**src/logic/sipol_map.svh**
```systemverilog
// constants for the serial-in parallel-out latch
// assumes inclusion by every file of the block
`ifndef SIPOL_MAP_SVH
`define SIPOL_MAP_SVH
`define SIPOL_STAGES 8
`define SIPOL_FIFO_DEPTH 16
`define SIPOL_ZERO 8'h00
`define SIPOL_PIN_RST 5'h18
`define SIPOL_PIN_W 5
`define SIPOL_PIN_SH_CLR 4
`define SIPOL_PIN_ST_CLR 3
`define SIPOL_PIN_CLRS 4:3
`define SIPOL_PIN_DATA 2
`define SIPOL_PIN_SH_CLK 1
`define SIPOL_PIN_ST_CLK 0
`endif

```
**src/logic/sipol_pkg.sv**
```systemverilog
// types for the serial-in parallel-out latch
// assumes sipol_map.svh is on the include path
`default_nettype none
`include "sipol_map.svh"
package sipol_pkg;
  typedef logic [`SIPOL_STAGES-1:0] sipol_word_t;
  // one sampled pin event, carried through the fifo
  typedef struct packed {
    logic shift_clear_n;
    logic storage_clear_n;
    logic serial_in;
    logic shift_rise;
    logic storage_rise;
  } sipol_event_s;
endpackage
`default_nettype wire

```
**src/logic/sipol_top.sv**
```systemverilog
// serial-in parallel-out shift register with storage register
// assumes pin inputs are asynchronous to sys_clk_i and are synchronised here
// Functional notes
// - eight shift stages feed an eight-bit storage register.
// - only rising clock edges and low clear levels change state; clock levels and falls do nothing.
// - with tied clocks, storage takes the shift contents from before the edge.
// - shift clear low forces all shift stages to zero.
// - shift rise with data low loads zero into stage one, others move.
// - shift rise with data high loads one into stage one, others move.
// - both registers start at zero after power-up clearing.
// - parallel outputs change only by storage clock or storage clear.
`timescale 1ns/1ps
`default_nettype none
`include "sipol_map.svh"
module sipol_top (
  input wire logic sys_clk_i, // 20 MHz clock
  input wire logic rst_i, // sync reset, active high
  input wire logic ce_i, // clock enable
  input wire logic serial_in_i, // serial data pin
  input wire logic shift_clock_i, // shift clock pin
  input wire logic shift_clear_n_i, // shift clear pin, active low
  input wire logic storage_clock_i, // storage clock pin
  input wire logic storage_clear_n_i, // storage clear pin, active low
  input wire logic hold_i, // stall applying queued events
  output logic [`SIPOL_STAGES-1:0] parallel_out_o, // stored word
  output logic cascade_out_o, // last shift stage
  output logic in_ready_o // event queue has room
);
  logic [`SIPOL_PIN_W-1:0] pin_s1;
  logic [`SIPOL_PIN_W-1:0] pin_s2;
  logic [`SIPOL_PIN_W-1:0] pin_d;
  sipol_pkg::sipol_event_s ev_in;
  sipol_pkg::sipol_event_s ev_out;
  logic ev_push;
  logic ev_valid;
  logic ev_pop;
  logic fifo_ready;
  sipol_pkg::sipol_word_t shift;
  sipol_pkg::sipol_word_t next_shift;

  // rising edge of a synchronised level
  function automatic logic edge_up(input logic now_v, input logic was_v);
    return now_v && !was_v;
  endfunction

  // two-flop synchroniser, clears in the top bits, then one stage for edges
  always_ff @(posedge sys_clk_i) begin
    if (rst_i) begin
      pin_s1 <= `SIPOL_PIN_RST;
      pin_s2 <= `SIPOL_PIN_RST;
      pin_d <= `SIPOL_PIN_RST;
    end else if (ce_i) begin
      pin_s1 <= {shift_clear_n_i, storage_clear_n_i, serial_in_i,
                 shift_clock_i, storage_clock_i};
      pin_s2 <= pin_s1;
      pin_d <= pin_s2;
    end
  end

  // rising clock edges and changes on either clear pin become events
  always_comb begin
    ev_in.shift_clear_n = pin_s2[`SIPOL_PIN_SH_CLR];
    ev_in.storage_clear_n = pin_s2[`SIPOL_PIN_ST_CLR];
    ev_in.serial_in = pin_s2[`SIPOL_PIN_DATA];
    ev_in.shift_rise = edge_up(pin_s2[`SIPOL_PIN_SH_CLK], pin_d[`SIPOL_PIN_SH_CLK]);
    ev_in.storage_rise = edge_up(pin_s2[`SIPOL_PIN_ST_CLK], pin_d[`SIPOL_PIN_ST_CLK]);
    ev_push = ev_in.shift_rise || ev_in.storage_rise ||
      (pin_s2[`SIPOL_PIN_CLRS] != pin_d[`SIPOL_PIN_CLRS]);
  end

  sipol_fifo #(
    .WIDTH($bits(sipol_pkg::sipol_event_s)),
    .DEPTH(`SIPOL_FIFO_DEPTH)
  ) u_fifo (
    .clk_i(sys_clk_i),
    .rst_i(rst_i),
    .ce_i(ce_i),
    .in_data_i(ev_in),
    .in_valid_i(ev_push),
    .in_ready_o(fifo_ready),
    .out_data_o(ev_out),
    .out_valid_o(ev_valid),
    .out_ready_i(!hold_i)
  );

  assign ev_pop = ce_i && ev_valid && !hold_i;

  always_ff @(posedge sys_clk_i) begin
    if (rst_i) begin
      in_ready_o <= 1'b0;
    end else if (ce_i) begin
      in_ready_o <= fifo_ready;
    end
  end

  // shift stage next value
  always_comb begin
    next_shift = shift;
    if (!ev_out.shift_clear_n) begin
      next_shift = `SIPOL_ZERO;
    end else if (ev_out.shift_rise) begin
      next_shift = {shift[`SIPOL_STAGES-2:0], ev_out.serial_in};
    end
  end

  always_ff @(posedge sys_clk_i) begin
    if (rst_i) begin
      shift <= `SIPOL_ZERO;
      cascade_out_o <= 1'b0;
    end else if (ev_pop) begin
      shift <= next_shift;
      cascade_out_o <= next_shift[`SIPOL_STAGES-1];
    end
  end

  // storage register sees the old shift word on a shared event
  always_ff @(posedge sys_clk_i) begin
    if (rst_i) begin
      parallel_out_o <= `SIPOL_ZERO;
    end else if (ev_pop) begin
      if (!ev_out.storage_clear_n) begin
        parallel_out_o <= `SIPOL_ZERO;
      end else if (ev_out.storage_rise) begin
        parallel_out_o <= shift;
      end
    end
  end

  chk_reset_zero: assert property (@(posedge sys_clk_i)
    rst_i |=> (parallel_out_o == `SIPOL_ZERO) && (shift == `SIPOL_ZERO))
    else $error("reset did not clear registers");

  chk_shift_clear: assert property (@(posedge sys_clk_i) disable iff (rst_i)
    (ev_pop && !ev_out.shift_clear_n) |=> (shift == `SIPOL_ZERO) && !cascade_out_o)
    else $error("shift clear did not zero stages");

  chk_shift_low: assert property (@(posedge sys_clk_i) disable iff (rst_i)
    (ev_pop && ev_out.shift_clear_n && ev_out.shift_rise && !ev_out.serial_in)
    |=> (shift == {$past(shift[`SIPOL_STAGES-2:0]), 1'b0}))
    else $error("shift with low data wrong");

  chk_shift_high: assert property (@(posedge sys_clk_i) disable iff (rst_i)
    (ev_pop && ev_out.shift_clear_n && ev_out.shift_rise && ev_out.serial_in)
    |=> (shift == {$past(shift[`SIPOL_STAGES-2:0]), 1'b1}))
    else $error("shift with high data wrong");

  chk_no_edge_hold: assert property (@(posedge sys_clk_i) disable iff (rst_i)
    (ev_pop && ev_out.shift_clear_n && !ev_out.shift_rise) |=> $stable(shift))
    else $error("shift changed without rising edge");

  chk_store_lag: assert property (@(posedge sys_clk_i) disable iff (rst_i)
    (ev_pop && ev_out.storage_clear_n && ev_out.storage_rise && ev_out.shift_rise)
    |=> (parallel_out_o == $past(shift)) && (parallel_out_o != shift || $stable(shift)))
    else $error("storage did not lag shift");

  chk_store_hold: assert property (@(posedge sys_clk_i) disable iff (rst_i)
    !(ev_pop && (ev_out.storage_rise || !ev_out.storage_clear_n)) |=> $stable(parallel_out_o))
    else $error("outputs changed without storage event");

  chk_store_clear: assert property (@(posedge sys_clk_i) disable iff (rst_i)
    (ev_pop && !ev_out.storage_clear_n) |=> (parallel_out_o == `SIPOL_ZERO))
    else $error("storage clear failed");

  chk_cascade_tap: assert property (@(posedge sys_clk_i) disable iff (rst_i)
    cascade_out_o == shift[`SIPOL_STAGES-1])
    else $error("cascade output not last stage");

  chk_pin_to_shift: assert property (@(posedge sys_clk_i) disable iff (rst_i)
    (ev_pop && ev_out.shift_clear_n && ev_out.shift_rise) ##1
    (ev_pop && ev_out.shift_clear_n && ev_out.shift_rise)
    |=> shift[1:0] == {$past(ev_out.serial_in, 2), $past(ev_out.serial_in)})
    else $error("stages not chained");

  chk_freeze_hold: assert property (@(posedge sys_clk_i) disable iff (rst_i)
    !ce_i |=> $stable(shift) && $stable(parallel_out_o) &&
    $stable(cascade_out_o) && $stable(pin_s2))
    else $error("state moved while clock enable low");

  chk_store_load: assert property (@(posedge sys_clk_i) disable iff (rst_i)
    (ev_pop && ev_out.storage_clear_n && ev_out.storage_rise)
    |=> (parallel_out_o == $past(shift)))
    else $error("storage did not load shift stages");

  chk_clear_wins: assert property (@(posedge sys_clk_i) disable iff (rst_i)
    (ev_pop && !ev_out.shift_clear_n && ev_out.shift_rise) |=> (shift == `SIPOL_ZERO))
    else $error("shift clock beat shift clear");

  chk_store_clr_wins: assert property (@(posedge sys_clk_i) disable iff (rst_i)
    (ev_pop && !ev_out.storage_clear_n && ev_out.storage_rise)
    |=> (parallel_out_o == `SIPOL_ZERO))
    else $error("storage clock beat storage clear");

  chk_store_keeps_shift: assert property (@(posedge sys_clk_i) disable iff (rst_i)
    (ev_pop && ev_out.shift_clear_n && ev_out.storage_rise && !ev_out.shift_rise)
    |=> $stable(shift))
    else $error("storage clock moved shift stages");

  chk_ready_reset: assert property (@(posedge sys_clk_i)
    rst_i |=> !in_ready_o)
    else $error("ready high during reset");

  chk_cascade_reset: assert property (@(posedge sys_clk_i)
    rst_i |=> !cascade_out_o)
    else $error("cascade high during reset");

  chk_cascade_hold: assert property (@(posedge sys_clk_i) disable iff (rst_i)
    (ev_pop && ev_out.shift_clear_n && !ev_out.shift_rise) |=> $stable(cascade_out_o))
    else $error("cascade changed without shift");

  chk_fall_ignored: assert property (@(posedge sys_clk_i) disable iff (rst_i)
    (pin_d[`SIPOL_PIN_SH_CLK] && !pin_s2[`SIPOL_PIN_SH_CLK] && !ev_in.storage_rise &&
    (pin_s2[`SIPOL_PIN_CLRS] == pin_d[`SIPOL_PIN_CLRS])) |-> !ev_push)
    else $error("falling clock made an event");

  chk_stage_chain: assert property (@(posedge sys_clk_i) disable iff (rst_i)
    (ev_pop && ev_out.shift_clear_n && ev_out.shift_rise)
    |=> (shift[`SIPOL_STAGES-1:1] == $past(shift[`SIPOL_STAGES-2:0])))
    else $error("stages did not move up");

  chk_first_stage: assert property (@(posedge sys_clk_i) disable iff (rst_i)
    (ev_pop && ev_out.shift_clear_n && ev_out.shift_rise)
    |=> (shift[0] == $past(ev_out.serial_in)))
    else $error("first stage missed serial data");

  chk_idle_hold: assert property (@(posedge sys_clk_i) disable iff (rst_i)
    !ev_pop |=> $stable(parallel_out_o) && $stable(shift))
    else $error("state changed with no event");
endmodule
`default_nettype wire

```
**src/logic/sipol_fifo.sv**
```systemverilog
// synchronous fifo with valid/ready on both sides
// assumes one clock, synchronous active-high reset
`timescale 1ns/1ps
`default_nettype none
module sipol_fifo #(
  parameter int WIDTH = 5,
  parameter int DEPTH = 16
) (
  input wire logic clk_i, // clock
  input wire logic rst_i, // sync reset
  input wire logic ce_i, // clock enable
  input wire logic [WIDTH-1:0] in_data_i, // write data
  input wire logic in_valid_i, // write request
  output logic in_ready_o, // not full
  output logic [WIDTH-1:0] out_data_o, // head word
  output logic out_valid_o, // not empty
  input wire logic out_ready_i // read accept
);
  localparam int AW = $clog2(DEPTH);
  logic [WIDTH-1:0] mem [DEPTH];
  logic [AW-1:0] wr_ptr;
  logic [AW-1:0] rd_ptr;
  logic [AW:0] count;
  logic push;
  logic pop;

  assign in_ready_o = (count != (AW+1)'(DEPTH));
  assign out_valid_o = (count != '0);
  assign out_data_o = mem[rd_ptr];
  assign push = ce_i && in_valid_i && in_ready_o;
  assign pop = ce_i && out_valid_o && out_ready_i;

  always_ff @(posedge clk_i) begin
    if (push) begin
      mem[wr_ptr] <= in_data_i;
    end
  end

  always_ff @(posedge clk_i) begin
    if (rst_i) begin
      wr_ptr <= '0;
      rd_ptr <= '0;
      count <= '0;
    end else begin
      if (push) begin
        wr_ptr <= (wr_ptr == AW'(DEPTH-1)) ? '0 : wr_ptr + 1'b1;
      end
      if (pop) begin
        rd_ptr <= (rd_ptr == AW'(DEPTH-1)) ? '0 : rd_ptr + 1'b1;
      end
      if (push && !pop) begin
        count <= count + 1'b1;
      end else if (pop && !push) begin
        count <= count - 1'b1;
      end
    end
  end
endmodule
`default_nettype wire

```
**config.mk**
```make
export PLATFORM = sky130hd
export DESIGN_NAME = sipol_top
export DESIGN_NICKNAME = d
export VERILOG_FILES = /design/src/logic/sipol_pkg.sv /design/src/logic/sipol_top.sv /design/src/logic/sipol_fifo.sv
export VERILOG_INCLUDE_DIRS = /design/src /design/src/logic
export SDC_FILE = /design/constraint.sdc
export NUM_CORES = 1
export LEC_CHECK = 0
export ABC_AREA = 1
export BUFFER_PORTS_ARGS = -buffer_cell sky130_fd_sc_hd__buf_4
export CAP_MARGIN = 10
export CORE_MARGIN = 3
export CORE_UTILIZATION = 40
export DETAILED_ROUTE_END_ITERATION = 6
export PLACE_DENSITY = 0.6
export SYNTH_ARGS = -nofsm -noshare
export SYNTH_HDL_FRONTEND = slang
export SYNTH_SLANG_ARGS = --single-unit
export TNS_END_PERCENT = 30
```
**constraint.sdc**
```tcl
create_clock -name sys_clk_i -period 3.58 [get_ports sys_clk_i]
set_clock_uncertainty 0.1 [all_clocks]
set_input_delay 0.179 -clock sys_clk_i [delete_from_list [all_inputs] [get_ports sys_clk_i]]
set_output_delay 0.179 -clock sys_clk_i [all_outputs]
set_load 0.02 [all_outputs]
```
==> metrics, run 1 <==
initial antenna violation count 0; worst r2r dst u_fifo.count[4]; run status finished, final reports clean; syn_nets 658; TritonCTS clock tree yes; library cells used by synthesis 27; post-layout min period 2.96 ns; Hold Violations, Final 0; sequential area share after synthesis 58.9%; CTS Buf Count 17; Top-Level Pins 19; DR DRC count 0; RSZ-0062 raised after global routing no; largest net degree at the start of global routing slightly above 40; Non-Filler Instances 854; Max clock buf depth 2; total grt overflow 0; crit path max fanout 19; Reg2Reg Setup Slack a little over 0.6 ns; GR Util All Layers 15.6%; Worst slew margin between 30% and 40%; Vias/cell 4.81; dpl hpwl 7450 um; synthesized area per cell approximately 9.0 um^2; Critical Path AT ~3.2 ns; initial detailed-routing violation count 297; Ys Warns 0; Yosys reg bits between 100 and 150; Post-Synthesis Cells ~640; Tcrit/Tclk final 82.8%; Hold Path Origin hold_i; hold path cells 5; die area between 15000 and 20000 um^2; area of the core between 10000 and 15000 um^2; wirelength, routed roughly 12000 um; DP Cell Count between 800 and 900; Fmax between 300 and 400 MHz; clock slew at reported path FFs around 0.06 ns; leakage about 0.0028 uW; WL/cell 13.7 um; total power ~4600 uW; MaxCap Viol Count 0; Min-Delay Endpoint u_fifo.rd_ptr[2]; Post-CTS Resized 0; global-route wire length before repair approximately 20000 um; Slew @ Worst Pin slightly above 1 ns; floorplan row count 43; Setup crit start kind flop; Max IR drop VDD 0.000327 V; vias in the first global route between 4000 and 5000; share of cells above drive strength 1 under 10%; CTS Root Cell clkbuf_16; vias 4106; CP Class reg2reg; worst hold margin 0.176 ns; WP data required 3.78 ns; Setup TNS 0 ns; Hold Crit Class in2reg; Die Ht 126 um; Routed Antenna Nets 0; GP Congestion around 0.76; R2R cell count 16; ant diodes 0; final setup fails 0; H-tree depth 4; port bufs 18; chip width roughly 130 um; Slew Limit Fails 0; clk sinks around 130; reg2reg start pin_s2[4]; 1st-pass router iterations 4; Starting Density slightly above 40%; clock latency on the worst-skew pair between 0.4 and 0.5 ns; synthesis-to-finish area growth 16.8%; Layout Nets ~680; Pwr Density between 600 and 700 nW/um^2; crit end category flop; Mapped Area around 5700 um^2
timing repair:
action / in CTS / in global routing
buffers inserted: 0 / 0
hold buffers: 7 / 0
endpoints found under the hold margin: 16 / 0
Yosys cell counts:
master      n  area share, %
nand3b_1    1           0.13
buf_2       7           0.61
inv_2       3           0.20
fa_1        1           0.35
buf_4       4           0.53
nor4_1      1           0.11
edfxtp_1   80             42
nor2_1     54            3.5
ha_1       10            2.2
nand3_2     6            1.1
xor2_1      3           0.46
nand2_4     4           0.79
buf_6       6            1.2
o221ai_1    1           0.15
nand3_1    71            6.2
buf_1       2           0.13
o21ai_0    18            1.6
a21oi_1    33            2.9
xnor2_1     1           0.15
o21ai_1     1          0.088
nand2_1   192             13
nor3_1      3           0.26
inv_1      79            5.2
o211ai_1    1           0.13
dfxtp_1    48             17
clkbuf_1    7           0.46
inv_4       1           0.11
power by group:
part | switching (uW) | internal (uW)
clock network | 606 | 1310
registers | 78.7 | 1680
logic | 608 | 313
logic make-up (layout without fill, tap and decap cells):
logic type	after synthesis	in the layout	synth area share, %
simple gates	332	332	24.7
xor+xnor	4	4	0.613
buf+inv	109	145	8.41
fa+ha+maj	11	11	2.54
flops	128	128	58.9
compound gates	54	54	4.84
metrics by stage:
stage	setup WS, ns	area [um^2]	util, %
floorplan	0.977	5710	-
global placement	0.774	5940	42.7
detailed placement	0.642	5940	42.7
CTS	0.636	6670	47.9
global route	0.217	6670	47.9
finish	0.615	6670	47.9
layer usage:
metal	global-route usage, %	share of wire (%)	vias up
li1	-	-	2106
met1	20.1	46	1910
met2	25.6	49	77
met3	4.36	3.8	13
met4	4.91	1.2	0
met5	0	0	-
worst max-delay path by stage:
stage	startpoint	end	slack, ns	cells past startpoint
2_1_floorplan	pin_s2[0]	u_fifo.count[4]	0.98	15
3_3_place_gp	pin_s2[4]	u_fifo.count[4]	0.77	16
3_5_place_dp	pin_s2[4]	u_fifo.count[4]	0.64	16
4_1_cts	pin_s2[4]	u_fifo.count[4]	0.64	16
5_1_grt	pin_s2[4]	u_fifo.count[4]	0.22	16
6_report	pin_s2[4]	u_fifo.count[4]	0.62	16
registers in the layout (all words and copies together), names as in the netlist, named ones only:
name            count
u_fifo.rd_ptr       4
u_fifo.count        5
pin_s1              5
u_fifo.wr_ptr       4
u_fifo.mem         80
parallel_out_o      8
shift               8
pin_d               4
pin_s2              5
in_ready_o          1
cell type report:
| type | instances | area (um^2) |
|---|---|---|
| fillers | 1303 | 7260 |
| flip-flops and latches | 128 | 3360 |
| multi-input cells | 401 | 1870 |
| clock buffers | 19 | 443 |
| inverters | 83 | 314 |
| repair buffers | 30 | 243 |
| well taps | 180 | 225 |
| clock inverters | 13 | 215 |
critical path: stages (launching register included):
cell and delay, ns:
dfxtp_1 0.65, inv_1 0.11, nand2_1 0.08, o211ai_1 0.08, nor2_1 0.09, nand2_1 0.05, nand2_1 0.20, inv_2 0.12
ha_1 0.24, inv_1 0.15, ha_1 0.28, a21oi_1 0.17, nor2_1 0.07, o21ai_0 0.15, nand3_1 0.11, o21ai_0 0.17
a21oi_1 0.06
cells in the final DEF (no fill, tap or decap), drive strengths merged, types with 7 or more instances in the layout:
cell type | Yosys | routed
edfxtp | 80 | 80
clkbuf | 7 | 19
a21oi | 33 | 33
o21ai | 19 | 19
buf | 19 | 23
dlygate4sd3 | 0 | 7
nand2 | 196 | 196
ha | 10 | 10
nand3 | 77 | 77
inv | 83 | 83
dfxtp | 48 | 48
nor2 | 54 | 54
Note: power is estimated with default switching activity, not from simulation.
==> run 2: changes to the inputs <==
--- a/config.mk
+++ b/config.mk
@@ -12,7 +12,7 @@
 export CORE_MARGIN = 3
 export CORE_UTILIZATION = 40
 export DETAILED_ROUTE_END_ITERATION = 6
-export PLACE_DENSITY = 0.6
+export PLACE_DENSITY = 0.62
 export SYNTH_ARGS = -nofsm -noshare
 export SYNTH_HDL_FRONTEND = slang
 export SYNTH_SLANG_ARGS = --single-unit
==> constraint.sdc (replaced) <==
create_clock -name sys_clk_i -period 2.6 [get_ports sys_clk_i]
set_clock_uncertainty 0.1 [all_clocks]
set_input_delay 0.13 -clock sys_clk_i [delete_from_list [all_inputs] [get_ports sys_clk_i]]
set_output_delay 0.13 -clock sys_clk_i [all_outputs]
set_load 0.02 [all_outputs]
==> metrics, run 2 (same netlist as run 1, synthesis figures left out) <==
Hold Violations, Final 0 (unchanged); Top-Level Pins 19 (unchanged); Tcrit/Tclk final 96.8% (was 82.8%); global-route wire length before repair 19400 um (was 19700 um); fin worst setup slack 0.0828 ns (was 0.615 ns); dpl hpwl 7520 um (was 7450 um); Max clock buf depth 2 (unchanged); WL met2 5700 um (was 5670 um); Fmax 397 MHz (was 337 MHz); TritonCTS clock tree yes (unchanged); clk sinks 128 (unchanged); max layer used met4 (unchanged); Layout Nets 691 (was 681); floorplan row count 43 (unchanged); Pwr Density 909 nW/um^2 (was 690 nW/um^2); Finished Core Util 48.3% (was 47.9%); most frequent cells in the layout 191 x nand2_1, 80 x edfxtp_1, 78 x inv_1, 71 x nand3_1, 52 x nor2_1 (was 192 x nand2_1, 80 x edfxtp_1, 79 x inv_1, 71 x nand3_1, 54 x nor2_1); Starting Density 41.0% (unchanged); wire length on met3 503 um (was 444 um); Layout fillers 1302 (was 1303); Critical Path AT 2.72 ns (was 3.17 ns); largest net degree at the start of global routing 41 (unchanged); crit end category flop (unchanged); leakage 0.00286 uW (was 0.00284 uW); GP Congestion 0.809 (was 0.757); ant diodes 0 (unchanged); Post-Route M1 WL 5420 um (was 5430 um); CTS Buf Count 17 (unchanged); reg2reg start u_fifo.count[0] (was pin_s2[4]); hold path cells 5 (unchanged); Slew @ Worst Pin 0.808 ns (was 1.03 ns); die area 15800 um^2 (unchanged); top flop regs u_fifo.mem x80, parallel_out_o x8, shift x8 (unchanged); Reg2Reg Setup Slack 0.08 ns (was 0.62 ns); port bufs 18 (unchanged); Hold Crit Class in2reg (unchanged); post-layout min period 2.52 ns (was 2.96 ns); Setup crit start kind flop (unchanged); initial detailed-routing violation count 298 (was 297); Vias/cell 4.79 (was 4.81); CP Class reg2reg (unchanged); Slew Limit Fails 0 (unchanged); Worst slew margin 46.1% (was 31.2%); WP data required 2.80 ns (was 3.78 ns); GR Util All Layers 15.7% (was 15.6%); synthesis-to-finish area growth 17.7% (was 16.8%); vias in the first global route 3966 (was 4014); final setup fails 0 (unchanged); area of the core 13900 um^2 (unchanged); worst-path cell chain nor4_2 -> nand2_1 -> nand2_2 -> inv_1 -> nand2_1 -> inv_2 -> ha_4 -> inv_4 -> ha_1 -> a21oi_2 -> nor2_2 -> o21ai_1 -> nand3_1 -> o21ai_1 -> a21oi_1 (was inv_1 -> nand2_1 -> o211ai_1 -> nor2_1 -> nand2_1 -> nand2_1 -> inv_2 -> ha_1 -> inv_1 -> ha_1 -> a21oi_1 -> nor2_1 -> o21ai_0 -> nand3_1 -> o21ai_0 -> a21oi_1); Hold Path Origin hold_i (unchanged); vias 4138 (was 4106); Bufs and invs on worst path 3 (unchanged); commonest non-fill, non-tap cell in the layout nand2_1 (unchanged); clock slew at reported path FFs 0.05 ns (was 0.06 ns); DR DRC count 0 (unchanged); max reg flops 80 (unchanged); chip width 126 um (unchanged); 1st-pass router iterations 5 (was 4); Worst path max stage delay 0.33 ns (was 0.65 ns); total grt overflow 0 (unchanged); Routed Antenna Nets 0 (unchanged); clock latency on the worst-skew pair 0.41 ns (about the same); MaxCap Viol Count 0 (unchanged); Top reg by flops u_fifo.mem (unchanged); delay-heaviest family, CP simple AND/OR/NAND/NOR gates (was flip-flops); run status finished, final reports clean (unchanged); H-tree depth 4 (unchanged); R2R cell count 15 (was 16); share of cells above drive strength 1 11.8% (was 9.79%); Critical-path top delay cell nor4_2 (was dfxtp_1); wirelength, routed 11800 um (was 11700 um); WL/cell 13.7 um (about the same); Max IR drop VDD 0.000522 V (was 0.000327 V); initial antenna violation count 0 (unchanged); worst r2r dst u_fifo.count[4] (unchanged); Die Ht 126 um (unchanged); CTS Root Cell clkbuf_16 (unchanged); setup slack at placement -0.0199 ns (was 0.642 ns); crit path max fanout 5 (was 19)
## run 2: timing repair
item | CTS | global route
hold buffers | 9 | 0
pin swaps | 0 | 6
setup buffers | 0 | 1
endpoints found under the setup margin | 1 | 2
endpoints found under the hold margin | 20 | 0
gates resized for setup | 2 | 12
## run 2: cell type report
class | count | area [um^2] | area share (%)
Clock inverter | 4 | 45.0 | 0.670
Inverter | 83 | 317 | 4.71
Multi-Input combinational cell | 401 | 1910 | 28.4
Clock buffer | 28 | 539 | 8.02
Timing Repair Buffer | 40 | 323 | 4.80
Tap cell | 180 | 225 | 3.35
Sequential cell | 128 | 3370 | 50.1
## run 2: worst max path at each step
stage	start	to	slack, ns	cells after the start
floorplan	pin_s2[1]	u_fifo.count[4]	0.01	15
global placement	u_fifo.count[1]	u_fifo.count[4]	0.12	15
detailed placement	u_fifo.count[1]	u_fifo.count[4]	-0.02	15
CTS	u_fifo.count[1]	u_fifo.count[4]	0.004	15
global route	u_fifo.count[0]	u_fifo.count[4]	-0.08	15
finish	u_fifo.count[0]	u_fifo.count[4]	0.08	15
## run 2: worst reg2reg max path: cells and delay by family (launching register included)
kind	cells	cell delay, ns
flops	1	0.32
compound gates	4	0.58
simple gates	6	0.81
buf+inv	3	0.17
fa+ha+maj	2	0.43
## run 2: per-layer routing
| metal | track usage [%] | vias up |
|---|---|---|
| met5 | 0 | - |
| met4 | 6.63 | 0 |
| met3 | 4.66 | 17 |
| met2 | 25.1 | 87 |
| met1 | 19.9 | 1915 |
| li1 | - | 2119 |
## run 2: power breakdown
group	total (uW)	internal, uW	switching, uW
combinational	1380	486	891
clock	2300	1500	802
sequential	2440	2320	112
total	6110	4310	1800
## run 2: metrics by stage
stage / hold WS (ns) / std cells / setup TNS, ns / area, um^2 / total power, uW
detailed placement: 0.259 / 822 / -0.0199 / 6000 / 3750
CTS: 0.0975 / 863 / 0 / 6680 / 6100
floorplan: 0.156 / 638 / 0 / 5720 / 3470
global route: 0.163 / 864 / -0.0766 / 6720 / 6430
finish: 0.105 / 864 / 0 / 6720 / 6110
global placement: 0.242 / 822 / 0 / 6000 / 3720
==> run 3: changes to the inputs <==
--- a/config.mk
+++ b/config.mk
@@ -10,9 +10,10 @@
 export BUFFER_PORTS_ARGS = -buffer_cell sky130_fd_sc_hd__buf_4
 export CAP_MARGIN = 10
 export CORE_MARGIN = 3
-export CORE_UTILIZATION = 40
+export CORE_UTILIZATION = 56
 export DETAILED_ROUTE_END_ITERATION = 6
-export PLACE_DENSITY = 0.62
+export HOLD_SLACK_MARGIN = 0.05
+export PLACE_DENSITY = 0.81
 export SYNTH_ARGS = -nofsm -noshare
 export SYNTH_HDL_FRONTEND = slang
 export SYNTH_SLANG_ARGS = --single-unit
==> metrics, run 3 (same netlist as run 1, synthesis figures left out) <==
run status finished, final reports clean (unchanged); wirelength, routed 12700 um (was 11800 um); dpl hpwl 7540 um (was 7520 um); H-tree depth 4 (unchanged); port bufs 18 (unchanged); MaxCap Viol Count 0 (unchanged); CTS Root Cell clkbuf_8 (was clkbuf_16); CP startpoint u_fifo.count[1] (was u_fifo.count[0]); vias 4391 (was 4138); crit path max fanout 4 (was 5); Layout Nets 693 (was 691); chip width 107 um (was 126 um); Reg power frac 38.1% (was 39.8%); Max clock buf depth 2 (unchanged); worst r2r dst u_fifo.count[4] (unchanged); area of the core 9860 um^2 (was 13900 um^2); Die Ht 107 um (was 126 um); Int Pwr 4500 uW (was 4310 uW); placed cell area 5920 um^2 (was 6000 um^2); Setup crit start kind flop (unchanged); DR DRC count 0 (unchanged); GR Util All Layers 23.5% (was 15.7%); initial detailed-routing violation count 436 (was 298); Tcrit/Tclk final 98.8% (was 96.8%); Fmax 389 MHz (was 397 MHz); total grt overflow 0 (unchanged); Vias/cell 5.36 (was 4.79); switching share of power 29.9% (was 29.5%); total power 6430 uW (was 6110 uW); Slew @ Worst Pin 0.758 ns (was 0.808 ns); clk sinks 128 (unchanged); Non-Filler Instances 819 (was 864); Max IR drop VDD 0.000612 V (was 0.000522 V); Reg2Reg Setup Slack 0.03 ns (was 0.08 ns); GP Congestion 0.881 (was 0.809); Hold Violations, Final 0 (unchanged); WP data required 2.92 ns (was 2.80 ns); Critical Path AT 2.89 ns (was 2.72 ns); hold path cells 3 (was 5); top flop regs u_fifo.mem x80, parallel_out_o x8, shift x8 (unchanged); 1st-pass router iterations 6 (was 5); R2R cell count 16 (was 15); clock latency on the worst-skew pair 0.53 ns (was 0.41 ns); Hold Crit Class in2reg (unchanged); initial antenna violation count 0 (unchanged); CP Class reg2reg (unchanged); Worst slew margin 49.4% (was 46.1%); share of cells above drive strength 1 12.1% (was 11.8%); commonest non-fill, non-tap cell in the layout nand2_1 (unchanged); CTS Buf Count 17 (unchanged); Routed Antenna Nets 0 (unchanged); Gate power share 22.2% (was 22.5%); Net Sw Power 1920 uW (was 1800 uW); Top reg by flops u_fifo.mem (unchanged); Pwr Density 951 nW/um^2 (was 909 nW/um^2); die area 11500 um^2 (was 15800 um^2); DP Cell Count 772 (was 822); WL/cell 15.5 um (was 13.7 um); Layout fillers 684 (was 1302); Slew Limit Fails 0 (unchanged); critical path endpoint u_fifo.count[4] (unchanged); global-route wire length before repair 20800 um (was 19400 um); design area 6760 um^2 (was 6720 um^2); largest net degree at the start of global routing 41 (unchanged); reg2reg start u_fifo.count[1] (was u_fifo.count[0]); most frequent cells in the layout 191 x nand2_1, 80 x edfxtp_1, 78 x inv_1, 70 x nand3_1, 53 x nor2_1 (was 191 x nand2_1, 80 x edfxtp_1, 78 x inv_1, 71 x nand3_1, 52 x nor2_1); vias in the first global route 4300 (was 3966); TritonCTS clock tree yes (unchanged); post-layout min period 2.57 ns (was 2.52 ns); max reg flops 80 (unchanged); clock slew at reported path FFs 0.06 ns (was 0.05 ns); synthesis-to-finish area growth 18.3% (was 17.7%); crit end category flop (unchanged); Top-Level Pins 19 (unchanged); floorplan row count 36 (was 43); final setup fails 0 (unchanged); leakage 0.00288 uW (was 0.00286 uW); Clock power frac 39.6% (was 37.7%); Starting Density 57.9% (was 41.0%); ant diodes 0 (unchanged)
-- run 3: changes by cell type in the layout (fill, tap and decap cells not counted), sizes merged --
| cell | delta |
|---|---|
| clkbuf | -10 |
| bufinv | +4 |
| clkinvlp | +4 |
| dlygate4sd3 | +4 |
| buf | -2 |
| inv | +2 |
-- run 3: worst min-delay path by stage --
stage,start,endpoint
finish,rst_i,u_fifo.wr_ptr[0]
global route,rst_i,u_fifo.wr_ptr[2]
CTS,rst_i,u_fifo.wr_ptr[2]
detailed placement,shift_clear_n_i,pin_s1[4]
global placement,shift_clear_n_i,pin_s1[4]
floorplan,storage_clear_n_i,pin_s1[3]
-- run 3: critical path: stages, from the launching register on --
cell and delay [ns]:
dfxtp_1 0.37, nor4_4 0.30, nand2_1 0.11, nand2_1 0.09
inv_1 0.05, nand2_2 0.08, inv_2 0.06, ha_4 0.17
fa_2 0.36, inv_1 0.10, a21oi_2 0.06, nor2_1 0.18
nor2_1 0.07, nand2_1 0.08, nand3_2 0.08, o21ai_1 0.14
a21oi_1 0.05
-- run 3: cell type report --
type	count	area [um^2]	share of cell area [%]
Sequential cell	128	3370	49.8
Multi-Input combinational cell	401	1930	28.5
Clock buffer	18	428	6.33
Timing Repair Buffer	42	348	5.15
Inverter	83	314	4.65
Clock inverter	14	210	3.11
Tap cell	133	166	2.46
-- run 3: what timing repair did --
item,4_1_cts,5_1_grt
pin swaps,1,5
hold buffers,13,0
gates resized for setup,2,12
endpoints found under the hold margin,23,0
setup buffers,0,2
setup endpoints to repair,2,2
-- run 3: routing by layer --
layer	GRT usage, %	part of all wire, %	vias up
met1	28.9	39	2051
li1	-	-	2132
met3	4.76	6.5	27
met5	0	0	-
met2	40.1	52	181
met4	10.3	2.4	0
-- run 3: power by group through the flow --
stage,combinational [uW],clock (uW),sequential (uW)
floorplan,983,0,2480
global route,1600,2650,2470
detailed placement,1300,0,2470
finish,1430,2550,2450
CTS,1340,2570,2430
global placement,1230,0,2450
-- run 3: metrics by stage --
step | utilization [%] | TNS, ns | setup slack (ns) | hold slack [ns]
floorplan | - | 0 | 0.0125 | 0.156
global placement | 60.0 | 0 | 0.130 | 0.239
detailed placement | 60.0 | -0.0987 | -0.0987 | 0.247
CTS | 67.8 | 0 | 0.00160 | 0.293
global route | 68.5 | -0.165 | -0.131 | 0.313
finish | 68.5 | 0 | 0.0320 | 0.307
